[src/common/slice_exec_pkg.sv]
// Purpose: constants for the skip, branch, move and load/store execution slice
// Assumes: AHB-Lite register window, byte addresses, word aligned registers
// Notes:   flag bit positions follow the flag_register layout
package slice_exec_pkg;
  // register window byte offsets
  localparam logic [11:0] OPCODE_OFS  = 12'h000;
  localparam logic [11:0] OPERAND_OFS = 12'h004;
  localparam logic [11:0] FOLLOW_OFS  = 12'h008;
  localparam logic [11:0] PC_OFS      = 12'h00c;
  localparam logic [11:0] FLAGS_OFS   = 12'h010;
  localparam logic [11:0] STATUS_OFS  = 12'h014;
  localparam logic [11:0] GPR_BASE    = 12'h100;
  localparam logic [11:0] IO_BASE     = 12'h200;
  localparam logic [11:0] DMEM_BASE   = 12'h400;
  // reset values
  localparam logic [15:0] PC_RESET    = 16'h0000;
  localparam logic [7:0]  FLAGS_RESET = 8'h00;
  localparam logic [15:0] OPCODE_RESET = 16'h0000;
  // flag_register bit positions
  localparam logic [2:0] FLAG_C = 3'd0;
  localparam logic [2:0] FLAG_Z = 3'd1;
  localparam logic [2:0] FLAG_N = 3'd2;
  localparam logic [2:0] FLAG_V = 3'd3;
  localparam logic [2:0] FLAG_S = 3'd4;
  localparam logic [2:0] FLAG_H = 3'd5;
  localparam logic [2:0] FLAG_T = 3'd6;
  localparam logic [2:0] FLAG_I = 3'd7;
  // status register bit positions
  localparam int STAT_BUSY   = 0;
  localparam int STAT_CYC_LO = 1;
  localparam int STAT_TAKEN  = 3;
  localparam int STAT_BAD    = 4;
  // pointer register pairs (low byte index)
  localparam logic [4:0] PTR_X = 5'd26;
  localparam logic [4:0] PTR_Y = 5'd28;
  localparam logic [4:0] PTR_Z = 5'd30;
  // cycle counts
  localparam logic [1:0] CYC_ONE = 2'd1;
  localparam logic [1:0] CYC_TWO = 2'd2;
  // program counter steps
  localparam logic [15:0] STEP_ONE   = 16'h0001;
  localparam logic [15:0] STEP_TWO   = 16'h0002;
  localparam logic [15:0] STEP_THREE = 16'h0003;
  // ahb
  localparam logic [1:0] HTRANS_NONSEQ = 2'b10;
  localparam logic       HRESP_OKAY    = 1'b0;

  typedef enum {st_idle, st_exec, st_finish} exec_state_e;
  typedef enum {k_none, k_skip_reg, k_skip_io, k_branch, k_move, k_const, k_load, k_store} kind_e;
endpackage : slice_exec_pkg

[src/hdl/slice_exec.sv]
// Purpose: execution of skips, flag branches, moves, constant and memory loads, pointer stores
// Assumes: AHB-Lite slave, single word transfers, zero wait states
// Notes:   writing the opcode register starts one instruction; poll status busy
//
// Behaviour
// - register bit one skips next instruction, pc plus 2 or 3, 1/2 clocks
// - io bit zero skips next instruction, otherwise continue, 1/2 clocks
// - io bit one skips next instruction, otherwise continue, 1/2 clocks
// - branch on flag one loads pc plus offset plus one
// - branch on flag zero takes offset, 1/2 clocks
// - carry-zero branch taken only with carry clear
// - unsigned not-lower equals carry-zero, lower equals carry-one
// - signed not-less taken when negative xor overflow is zero
// - signed less taken when negative xor overflow is one
// - half-carry branches follow half-carry flag, 1/2 clocks
// - transfer-bit branches follow transfer flag, pc plus offset plus one
// - overflow branches follow overflow flag
// - interrupt branches follow global enable; no branch alters flags
// - register copy and constant load take one clock, flags unchanged
// - post-increment load reads at pointer then increments, two clocks
// - pre-decrement load decrements pointer then reads, two clocks
// - displacement load reads pointer plus offset, pointer unchanged, two clocks
// - absolute load reads address from second word, two clocks, no flags
// - post-increment store writes at pointer then increments, two clocks
// - pre-decrement store decrements pointer then writes, two clocks
// - register bit zero skips next instruction, 1/2 clocks
//
// The register offsets and register access over AHB-Lite were left to the implementer.
`timescale 1ns/1ns
module slice_exec (
  input  wire logic        core_clk,
  input  wire logic        reset_n,
  input  wire logic        hsel,
  input  wire logic [31:0] haddr,
  input  wire logic [1:0]  htrans,
  input  wire logic        hwrite,
  input  wire logic [2:0]  hsize,
  input  wire logic [31:0] hwdata,
  input  wire logic        hready,
  output logic      [31:0] hrdata,
  output logic             hreadyout,
  output logic             hresp
);
  import slice_exec_pkg::*;

  logic [7:0] gpr [32];
  logic [7:0] io_reg [32];
  logic [7:0] dmem [256];

  exec_state_e state, next_state;
  logic [15:0] opcode, next_opcode;
  logic [15:0] operand, next_operand;
  logic [15:0] follow, next_follow;
  logic [15:0] pc, next_pc;
  logic [7:0]  flags, next_flags;
  logic [15:0] mem_addr, next_mem_addr;
  logic        mem_store, next_mem_store;
  logic [4:0]  mem_reg, next_mem_reg;
  logic [1:0]  last_cycles, next_last_cycles;
  logic        last_taken, next_last_taken;
  logic        last_bad, next_last_bad;
  logic        dp_valid, next_dp_valid;
  logic        dp_write, next_dp_write;
  logic [11:0] dp_addr, next_dp_addr;
  logic [31:0] next_hrdata;

  // decode results of the current opcode
  kind_e       ex_kind;
  logic        ex_taken;
  logic        ex_bad;
  logic [1:0]  ex_cycles;
  logic [15:0] ex_pc;
  logic        ex_rf_we;
  logic [7:0]  ex_rf_wd;
  logic        ex_ptr_we;
  logic [4:0]  ex_ptr_idx;
  logic [15:0] ex_ptr_wd;
  logic [15:0] ex_addr;

  // write ports into the storage arrays; pointer steps write gpr through ex_ptr_we
  logic        rf_we;
  logic [4:0]  rf_wa;
  logic [7:0]  rf_wd;
  logic        io_we;
  logic        dm_we;
  logic [7:0]  dm_wa;
  logic [7:0]  dm_wd;
  logic        bus_wr;

  function automatic logic [15:0] ptr_of(input logic [4:0] idx);
    ptr_of = {gpr[idx + 5'd1], gpr[idx]};
  endfunction : ptr_of

  function automatic logic two_word(input logic [15:0] w);
    two_word = (w[15:10] == 6'b100100 && w[3:0] == 4'h0) || (w[15:9] == 7'b1001010 && w[3:2] == 2'b11);
  endfunction : two_word

  function automatic logic [31:0] read_reg(input logic [11:0] a);
    if (a == OPCODE_OFS) begin
      read_reg = {16'h0000, opcode};
    end else if (a == OPERAND_OFS) begin
      read_reg = {16'h0000, operand};
    end else if (a == FOLLOW_OFS) begin
      read_reg = {16'h0000, follow};
    end else if (a == PC_OFS) begin
      read_reg = {16'h0000, pc};
    end else if (a == FLAGS_OFS) begin
      read_reg = {24'h000000, flags};
    end else if (a == STATUS_OFS) begin
      read_reg = {27'h0000000, last_bad, last_taken, last_cycles, state != st_idle};
    end else if (a[11:7] == GPR_BASE[11:7]) begin
      read_reg = {24'h000000, gpr[a[6:2]]};
    end else if (a[11:7] == IO_BASE[11:7]) begin
      read_reg = {24'h000000, io_reg[a[6:2]]};
    end else if (a[11:10] == DMEM_BASE[11:10]) begin
      read_reg = {24'h000000, dmem[a[9:2]]};
    end else begin
      read_reg = 32'h00000000;
    end
  endfunction : read_reg

  // instruction decode and first-cycle effects
  always_comb begin
    logic        cond;
    logic [4:0]  pidx;
    logic [15:0] pval;
    logic [15:0] rel;
    logic [15:0] disp;
    cond       = 1'b0;
    pidx       = PTR_X;
    pval       = 16'h0000;
    rel        = {{9{opcode[9]}}, opcode[9:3]};
    disp       = {10'h000, opcode[13], opcode[11:10], opcode[2:0]};
    ex_kind    = k_none;
    ex_taken   = 1'b0;
    ex_bad     = 1'b0;
    ex_cycles  = CYC_ONE;
    ex_pc      = pc + STEP_ONE;
    ex_rf_we   = 1'b0;
    ex_rf_wd   = 8'h00;
    ex_ptr_we  = 1'b0;
    ex_ptr_idx = PTR_X;
    ex_ptr_wd  = 16'h0000;
    ex_addr    = 16'h0000;
    if (opcode[15:11] == 5'b11110) begin
      ex_kind = k_branch;
      // signed test uses negative xor overflow directly, not a stored copy
      cond = (opcode[2:0] == FLAG_S) ? (flags[FLAG_N] ^ flags[FLAG_V]) : flags[opcode[2:0]];
      ex_taken = opcode[10] ? !cond : cond;
      if (ex_taken) begin
        ex_pc     = pc + rel + STEP_ONE;
        ex_cycles = CYC_TWO;
      end
    end else if (opcode[15:10] == 6'b111111) begin
      // bit 9 picks the one or zero form; the 111110 space is another slice's bit transfer
      ex_kind  = k_skip_reg;
      ex_bad   = opcode[3];
      ex_taken = (gpr[opcode[8:4]][opcode[2:0]] == opcode[9]) && !opcode[3];
    end else if (opcode[15:8] == 8'h99 || opcode[15:8] == 8'h9b) begin
      ex_kind  = k_skip_io;
      ex_taken = io_reg[opcode[7:3]][opcode[2:0]] == opcode[9];
    end else if (opcode[15:10] == 6'b001011) begin
      ex_kind  = k_move;
      ex_rf_we = 1'b1;
      ex_rf_wd = gpr[{opcode[9], opcode[3:0]}];
    end else if (opcode[15:12] == 4'he) begin
      ex_kind  = k_const;
      ex_rf_we = 1'b1;
      ex_rf_wd = {opcode[11:8], opcode[3:0]};
    end else if (opcode[15:10] == 6'b100100) begin
      ex_kind   = opcode[9] ? k_store : k_load;
      ex_cycles = CYC_TWO;
      pidx = (opcode[3:2] == 2'b11) ? PTR_X : ((opcode[3] == 1'b1) ? PTR_Y : PTR_Z);
      pval = ptr_of(pidx);
      ex_ptr_idx = pidx;
      if (opcode[3:0] == 4'h0) begin
        ex_addr = operand;
        ex_pc   = pc + STEP_TWO;
        ex_bad  = opcode[9];
      end else if (opcode[3:0] == 4'hc) begin
        ex_addr = pval;
      end else if (opcode[3:0] == 4'hd || opcode[3:0] == 4'h9 || opcode[3:0] == 4'h1) begin
        ex_addr   = pval;
        ex_ptr_we = 1'b1;
        ex_ptr_wd = pval + STEP_ONE;
      end else if (opcode[3:0] == 4'he || opcode[3:0] == 4'ha || opcode[3:0] == 4'h2) begin
        ex_ptr_we = 1'b1;
        ex_ptr_wd = pval - STEP_ONE;
        ex_addr   = ex_ptr_wd;
      end else begin
        ex_bad = 1'b1;
      end
    end else if (opcode[15:14] == 2'b10 && opcode[12] == 1'b0) begin
      ex_kind   = opcode[9] ? k_store : k_load;
      ex_cycles = CYC_TWO;
      ex_addr   = ptr_of(opcode[3] ? PTR_Y : PTR_Z) + disp;
    end else begin
      ex_bad = 1'b1;
    end
    if (ex_kind == k_skip_reg || ex_kind == k_skip_io) begin
      if (ex_taken) begin
        ex_pc     = pc + (two_word(follow) ? STEP_THREE : STEP_TWO);
        ex_cycles = CYC_TWO;
      end
    end
    if (ex_bad) begin
      ex_kind   = k_none;
      ex_taken  = 1'b0;
      ex_rf_we  = 1'b0;
      ex_ptr_we = 1'b0;
      ex_cycles = CYC_ONE;
      ex_pc     = pc + STEP_ONE;
    end
  end

  // sequencing, bus registers and read data
  always_comb begin
    bus_wr           = dp_valid && dp_write && state == st_idle;
    next_state       = state;
    next_opcode      = opcode;
    next_operand     = operand;
    next_follow      = follow;
    next_pc          = pc;
    next_flags       = flags; // flags only change by a bus write, never by execution
    next_mem_addr    = mem_addr;
    next_mem_store   = mem_store;
    next_mem_reg     = mem_reg;
    next_last_cycles = last_cycles;
    next_last_taken  = last_taken;
    next_last_bad    = last_bad;
    next_dp_valid    = hsel && hready && htrans == HTRANS_NONSEQ;
    next_dp_write    = hwrite;
    next_dp_addr     = haddr[11:0];
    next_hrdata      = (next_dp_valid && !hwrite && haddr[31:12] == 20'h00000) ? read_reg(haddr[11:0]) : 32'h0;
    rf_we = 1'b0;
    rf_wa = opcode[8:4];
    rf_wd = 8'h00;
    io_we = 1'b0;
    dm_we = 1'b0;
    dm_wa = mem_addr[7:0];
    dm_wd = gpr[mem_reg];
    case (state)
      st_idle: begin
        if (bus_wr) begin
          if (dp_addr == OPCODE_OFS) begin
            next_opcode = hwdata[15:0];
            next_state  = st_exec;
          end else if (dp_addr == OPERAND_OFS) begin
            next_operand = hwdata[15:0];
          end else if (dp_addr == FOLLOW_OFS) begin
            next_follow = hwdata[15:0];
          end else if (dp_addr == PC_OFS) begin
            next_pc = hwdata[15:0];
          end else if (dp_addr == FLAGS_OFS) begin
            next_flags = hwdata[7:0];
          end else if (dp_addr[11:7] == GPR_BASE[11:7]) begin
            rf_we = 1'b1;
            rf_wa = dp_addr[6:2];
            rf_wd = hwdata[7:0];
          end else if (dp_addr[11:7] == IO_BASE[11:7]) begin
            io_we = 1'b1;
          end else if (dp_addr[11:10] == DMEM_BASE[11:10]) begin
            dm_we = 1'b1;
            dm_wa = dp_addr[9:2];
            dm_wd = hwdata[7:0];
          end
        end
      end
      st_exec: begin
        next_pc          = ex_pc;
        next_last_cycles = ex_cycles;
        next_last_taken  = ex_taken;
        next_last_bad    = ex_bad;
        rf_we            = ex_rf_we;
        rf_wa            = (ex_kind == k_const) ? {1'b1, opcode[7:4]} : opcode[8:4];
        rf_wd            = ex_rf_wd;
        next_mem_addr    = ex_addr;
        next_mem_store   = ex_kind == k_store;
        next_mem_reg     = opcode[8:4];
        next_state       = (ex_cycles == CYC_TWO && (ex_kind == k_load || ex_kind == k_store)) ? st_finish
                         : ((ex_cycles == CYC_TWO) ? st_finish : st_idle);
      end
      st_finish: begin
        // memory access happens after any pointer step of the first cycle
        rf_we      = !mem_store && last_cycles == CYC_TWO && !last_taken
                     && opcode[15:14] != 2'b11;
        rf_wa      = mem_reg;
        rf_wd      = dmem[mem_addr[7:0]];
        dm_we      = mem_store && opcode[15:14] != 2'b11;
        next_state = st_idle;
      end
      default: next_state = st_idle;
    endcase
  end

  always_ff @(posedge core_clk) begin
    if (!reset_n) begin
      state       <= st_idle;
      opcode      <= OPCODE_RESET;
      operand     <= 16'h0000;
      follow      <= 16'h0000;
      pc          <= PC_RESET;
      flags       <= FLAGS_RESET;
      mem_addr    <= 16'h0000;
      mem_store   <= 1'b0;
      mem_reg     <= 5'd0;
      last_cycles <= 2'd0;
      last_taken  <= 1'b0;
      last_bad    <= 1'b0;
      dp_valid    <= 1'b0;
      dp_write    <= 1'b0;
      dp_addr     <= 12'h000;
      hrdata      <= 32'h00000000;
      hreadyout   <= 1'b0;
      hresp       <= HRESP_OKAY;
    end else begin
      state       <= next_state;
      opcode      <= next_opcode;
      operand     <= next_operand;
      follow      <= next_follow;
      pc          <= next_pc;
      flags       <= next_flags;
      mem_addr    <= next_mem_addr;
      mem_store   <= next_mem_store;
      mem_reg     <= next_mem_reg;
      last_cycles <= next_last_cycles;
      last_taken  <= next_last_taken;
      last_bad    <= next_last_bad;
      dp_valid    <= next_dp_valid;
      dp_write    <= next_dp_write;
      dp_addr     <= next_dp_addr;
      hrdata      <= next_hrdata;
      hreadyout   <= 1'b1;
      hresp       <= HRESP_OKAY;
    end
  end

  // storage arrays are not reset; software loads what a test needs
  always_ff @(posedge core_clk) begin
    if (state == st_exec && ex_ptr_we) begin
      gpr[ex_ptr_idx]         <= ex_ptr_wd[7:0];
      gpr[ex_ptr_idx + 5'd1]  <= ex_ptr_wd[15:8];
    end
    if (rf_we) begin
      gpr[rf_wa] <= rf_wd;
    end
    if (io_we) begin
      io_reg[dp_addr[6:2]] <= hwdata[7:0];
    end
    // only 256 bytes of data memory: higher address bits are ignored
    if (dm_we) begin
      dmem[dm_wa] <= dm_wd;
    end
  end

  logic [15:0] chk_rel;
  assign chk_rel = {{9{opcode[9]}}, opcode[9:3]};
endmodule : slice_exec

[config.mk]
export PLATFORM = sky130hd
export DESIGN_NAME = slice_exec
export DESIGN_NICKNAME = d
export VERILOG_FILES = /design/src/common/slice_exec_pkg.sv /design/src/hdl/slice_exec.sv
export SDC_FILE = /design/constraint.sdc
export NUM_CORES = 2
export LEC_CHECK = 0
export BUFFER_PORTS_ARGS = -buffer_cell sky130_fd_sc_hd__buf_2
export CORE_AREA = 2 2 542 598
export CTS_CLUSTER_DIAMETER = 40
export DETAILED_ROUTE_END_ITERATION = 10
export DIE_AREA = 0 0 544 600
export GPL_ROUTABILITY_DRIVEN = 0
export PLACE_DENSITY_LB_ADDON = 0.25
export SLEW_MARGIN = 20
export SYNTH_ARGS = -nofsm -noshare
export SYNTH_HDL_FRONTEND = slang
export SYNTH_SLANG_ARGS = --single-unit
export TNS_END_PERCENT = 100
[constraint.sdc]
create_clock -name core_clk -period 14.6 [get_ports core_clk]
set_input_delay 2.19 -clock core_clk [delete_from_list [all_inputs] [get_ports core_clk]]
set_output_delay 2.19 -clock core_clk [all_outputs]
set_load 0.02 [all_outputs]
# [After elaboration in Yosys (flattened, before gate mapping)]
# Memories as Yosys holds them, arrays and structs flattened. A register that Yosys moved wholly into a read port is not among the register bits.
# Cells that the tools add are included.
[word_totals] register_bits=169 memories=3 ramBits=2560 inputBits=74
[classes] bitwise=8 n_eq_ne=55 muxes=211 addsub=10 order_cmp=1 reduce_logical=47
[mem_list] memory="dmem" depth=256 word_bits=8 read_ports=2 rd_ports_with_merged_regs=1 write_ports=1 line="slice_exec.sv:48" text="logic [7:0] dmem [256];"
[mem_list] memory="gpr" depth=32 word_bits=8 read_ports=7 rd_ports_with_merged_regs=3 write_ports=2 line="slice_exec.sv:46" text="logic [7:0] gpr [32];"
[mem_list] memory="io_reg" depth=32 word_bits=8 read_ports=2 rd_ports_with_merged_regs=1 write_ports=1 line="slice_exec.sv:47" text="logic [7:0] io_reg [32];"
[ops] operator="16-bit 2-to-1 mux" count=30
[ops] operator="8-bit 2-to-1 mux" count=50
[ops] operator="5-bit 2-to-1 mux" count=24
[ops] operator="32-bit by 2-bit == test with 1-bit output, second input constant" count=3
[ops] operator="32-bit by 4-bit == test with 1-bit output, second input constant" count=3
[ops] operator="32-bit 2-to-1 mux" count=3
[ops] operator="1-bit 2-to-1 mux" count=74
[ops] operator="32-bit zero test" count=2
[ops] operator="32-bit case mux with 2 select lines" count=1
[ops] operator="16-bit by 1-bit adder with 16-bit output, second input constant" count=3
[ops] operator="12-bit by 4-bit == test with 1-bit output, second input constant" count=4
[ops] operator="12-bit by 5-bit == test with 1-bit output, second input constant" count=3
[ops] operator="32-bit by 1-bit == test with 1-bit output, second input constant" count=1
[ops] operator="32-bit by 3-bit == test with 1-bit output, second input constant" count=1
[ops] operator="16-bit case mux with 2 select lines" count=1
[ops] operator="32-bit nonzero test" count=1
[ops] operator="2-bit 2-to-1 mux" count=14
[ops] operator="12-bit by 3-bit == test with 1-bit output, second input constant" count=2
[ops] operator="4-bit == test, second input constant" count=6
[ops] operator="12-bit zero test" count=2
[ops] operator="8-bit case mux with 3 select lines" count=1
[ops] operator="3-bit 2-to-1 mux" count=7
[ops] operator="20-bit zero test" count=1
[ops] operator="6-bit == test, second input constant" count=3
[ops] operator="other kinds (39)" count=92

# [Depth between registers and ports, before layout]
[logic_depth] word_depth=19 ltp_mapped=17 mapped_depth_nobuf=14

# [Worst setup path after synthesis]
# OpenSTA, ideal clock, no wires.
[synth_timing] path_kind="input to register" from="in hwdata[0]" to="mem dmem[0][0], data pin" path_buffers=0 slack_ns=3.930 t_required_ns=13.021 stages=2 t_arrival_ns=9.090 cell_sequence="nor2_1 -> a21oi_1"
[synth_via] elab_chain_cells=10
[synth_rtl] item="start, declared" line="slice_exec.sv:38" text="input wire logic [31:0] hwdata,"
[synth_rtl] item="8-bit 2-to-1 mux" line="slice_exec.sv:262" text="end else if (dp_addr[11:10] == DMEM_BASE[11:10]) begin"
[synth_rtl] item="8-bit 2-to-1 mux" line="slice_exec.sv:260" text="end else if (dp_addr[11:7] == IO_BASE[11:7]) begin"
[synth_rtl] item="8-bit 2-to-1 mux" line="slice_exec.sv:256" text="end else if (dp_addr[11:7] == GPR_BASE[11:7]) begin"
[synth_rtl] item="8-bit 2-to-1 mux" line="slice_exec.sv:254" text="end else if (dp_addr == FLAGS_OFS) begin"
[synth_rtl] item="8-bit 2-to-1 mux" line="slice_exec.sv:252" text="end else if (dp_addr == PC_OFS) begin"
[synth_rtl] item="8-bit 2-to-1 mux" line="slice_exec.sv:250" text="end else if (dp_addr == FOLLOW_OFS) begin"
[synth_rtl] item="8-bit 2-to-1 mux" line="slice_exec.sv:248" text="end else if (dp_addr == OPERAND_OFS) begin"
[synth_rtl] item="8-bit 2-to-1 mux" line="slice_exec.sv:245" text="if (dp_addr == OPCODE_OFS) begin"
[synth_rtl] item="8-bit 2-to-1 mux" line="slice_exec.sv:244" text="if (bus_wr) begin"
[synth_rtl] item="8-bit 2-to-1 mux" line="slice_exec.sv:242" text="case (state)"
[synth_rtl] item="via dm_wd[0]" line="slice_exec.sv:87" text="logic [7:0] dm_wd;"
[synth_rtl] item="end, declared" line="slice_exec.sv:48"
# The timed path passes the listed nets, and every way through them passes these cells.

==> run metrics <==
part of the power in registers=0.449; synthesized flop and latch total=2706; Cell Int Power=14600 uW; Cell Pwr Density=122 mW/mm2; worst skew pair latency=0.96 ns; Clock Tree Buf Depth=4; Buffers & Inverters on Critical Path=2; Synth-to-Final Area Change=13.8%; DRC=0; Clk pwr share=0.517; cts bufs inserted=393; setup TNS=0 ns; Hold Path Stages=2; actual slew at the worst max-slew pin=1.32 ns; Critical Path Max Stage Delay=0.83 ns; Pre-antenna DRT Iters=6; fmax=0.142 GHz; Final #Nets=7208; CP endpoint kind=register; cells after synthesis=7036; largest net degree at the start of global routing=207; Cell Rows=218; grt ovf=0; Vias/cell=6.57; vias in the first global route=78300; Tcrit/Tclk final=0.483; GRT Util Overall=0.258; Synth Warn #=0; fin crit period=7.05 ns; Net Sw Frac=0.219; worst hold-check path type=reg2reg; Hold Fails Final Rpt=0; first-pass GRT wire length=596 mm; average size of a mapped cell=19.1 um2; Commonest cells post-synth=2560 x edfxtp_1, 1762 x mux4_2, 461 x nor2_1, 294 x clkbuf_1, 252 x nand2_1; total wire length=422 mm; clock sinks=2706; post-CTS sizing=0; top-area cell type share of the netlist area=0.573; most frequent cell after synthesis=edfxtp_1; Finished Cell Area=0.153 mm2; worst slew margin relative to its limit=0.123; hold buffer count at cts=0; Die Y=600 um; Initial Util=0.419; buffers added on ports=71; Max VDD drop=110 uV; sequential share of the synthesized area=0.595; die width=544 um; initial antenna violation count=35; CP delay by family, top=multiplexers; Post-synth ARST share=0; ys flop type=edfxtp_1; R2R depth=9; placed cell area=0.139 mm2; I/O pins=108; CP required=15.05 ns; crit path kind=reg2reg; CTS clk-pin slew, worst paths=0.05 ns; final slew viol count=0; CTS root buf=clkbuf_16; Max Cap Viol=0; Sw Pwr=4100 uW; Crit path depth=9; Pleak=0.0455 uW; status=complete, no violations; CP cell instances=buf_4 > buf_4 > mux4_2 > mux4_2 > mux4_2 > mux2i_1 > a211oi_1 > o21ai_0 > nand2_1; clk_skew=0.0596 ns; CTS tree=done; Post-CTS Setup Inserts=0; Core ar.=0.320 mm2; layout cell share with drive strength beyond 1=0.377; crit start category=register; Post-DRT Antenna Nets=0; H-tree Lvls=5; cell area after synthesis=0.134 mm2; Power Total=18700 uW; unrepaired setup endpoints after global routing=no; worst hold slack=0.480 ns; Crit Path Max Fanout=38; Comb pwr share=0.034; WP data arrival=7.50 ns; most frequent CP cell=mux4_2; die area=0.326 mm2; Cell variety after synth=90; critical path's slowest cell=mux2i_1; Avg WL per Cell=36.0 um; largest area contributor in the netlist=edfxtp_1; max reg flops=2048; Starting DRT DRC Count=9739; final setup vio count=0; Post-synth EDFFs=2560; Synth area leaders=edfxtp_1 57%, mux4_2 30%, dfxtp_1 2.2%; HPWL after detailed placement=268 mm; vias=77200
## logic make-up (layout without fill, tap and decap cells)
logic type,Yosys count,after routing,synth area share
AOI/OAI and AO/OA,611,611,0.0288
xor gates and xnor gates,67,67,0.00437
adders and majority gates,30,30,0.00291
DFF,2706,2706,0.595
other,1,30,0.0000279
and+or+nand+nor,1014,1014,0.0339
buffers and inverters,641,1030,0.0223
muxes,1966,1966,0.313
## path summary, 6_finish.rpt
kind / from / to / slack, ns
worst max-delay path: register / gpr[16][0] / 7.55
worst min-delay path: operand[10] / operand[10] / 0.48
worst max register to register: register / gpr[16][0] / 7.55
worst min register to register: operand[10] / operand[10] / 0.48
## metal layers
layer / track usage / vias to the layer above / share of wire
met3: 0.0493 / 862 / 0.090
met1: 0.337 / 41600 / 0.37
met4: 0.112 / 8 / 0.049
met5: 0 / - / 0.00011
met2: 0.421 / 4204 / 0.49
li1: - / 30500 / -
## per-stage QoR
step                cells  utilization  setup slack [ns]
CTS                 11700        0.477              7.54
floorplan            7052            -              3.93
global route        11700        0.477              7.30
detailed placement  11000        0.435              6.79
global placement    11000        0.435              6.80
finish              11700        0.477              7.55
## cell type report
cell class | instances | area [um2]
inverters | 41 | 168
clock buffers | 438 | 10200
fillers | 26200 | 167000
diodes | 13 | 32.5
multi-input cells | 3705 | 51700
repair buffers | 257 | 2110
flip-flops and latches | 2706 | 79800
clock inverters | 294 | 3220
well taps | 4290 | 5370
## power by group through the flow
stage               Sequential, uW  Combinational (uW)  Clock, uW
global placement              8540                 626          0
CTS                           8380                 630       9750
finish                        8380                 629       9650
global route                  8380                 646      10100
detailed placement            8540                 628          0
floorplan                     8540                 402          0
## worst register-to-register path: stages, from the launching register on
cell and delay [ns]:
dfxtp_4 0.77, buf_4 0.73, buf_4 0.82, mux4_2 0.68
mux4_2 0.55, mux4_2 0.60, mux2i_1 0.83, a211oi_1 0.43
o21ai_0 0.51, nand2_1 0.66
## layout by cell type, fill, tap and decap left out, types with 30 or more instances in the layout
master,Yosys,final
a21oi_1,152,144
clkinvlp_4,0,48
nor2b_1,53,53
bufinv_16,0,47
xnor2_1,36,36
nor2_2,0,30
clkinv_1,2,55
a21boi_0,57,57
nor3_1,42,40
buf_2,131,64
clkbuf_16,0,400
edfxtp_1,2560,2560
inv_6,0,41
o21ai_0,161,150
nor2_1,461,431
inv_1,37,37
buf_4,47,166
clkinv_4,0,34
clkinv_2,0,49
mux2_2,32,32
nand3_1,47,47
clkbuf_1,294,35
nand2_1,252,236
mux4_2,1762,1762
a22oi_1,39,39
dfxtp_1,146,131
xor2_1,31,31
mux2i_1,156,156
Note: power is estimated with default switching activity, not from simulation.
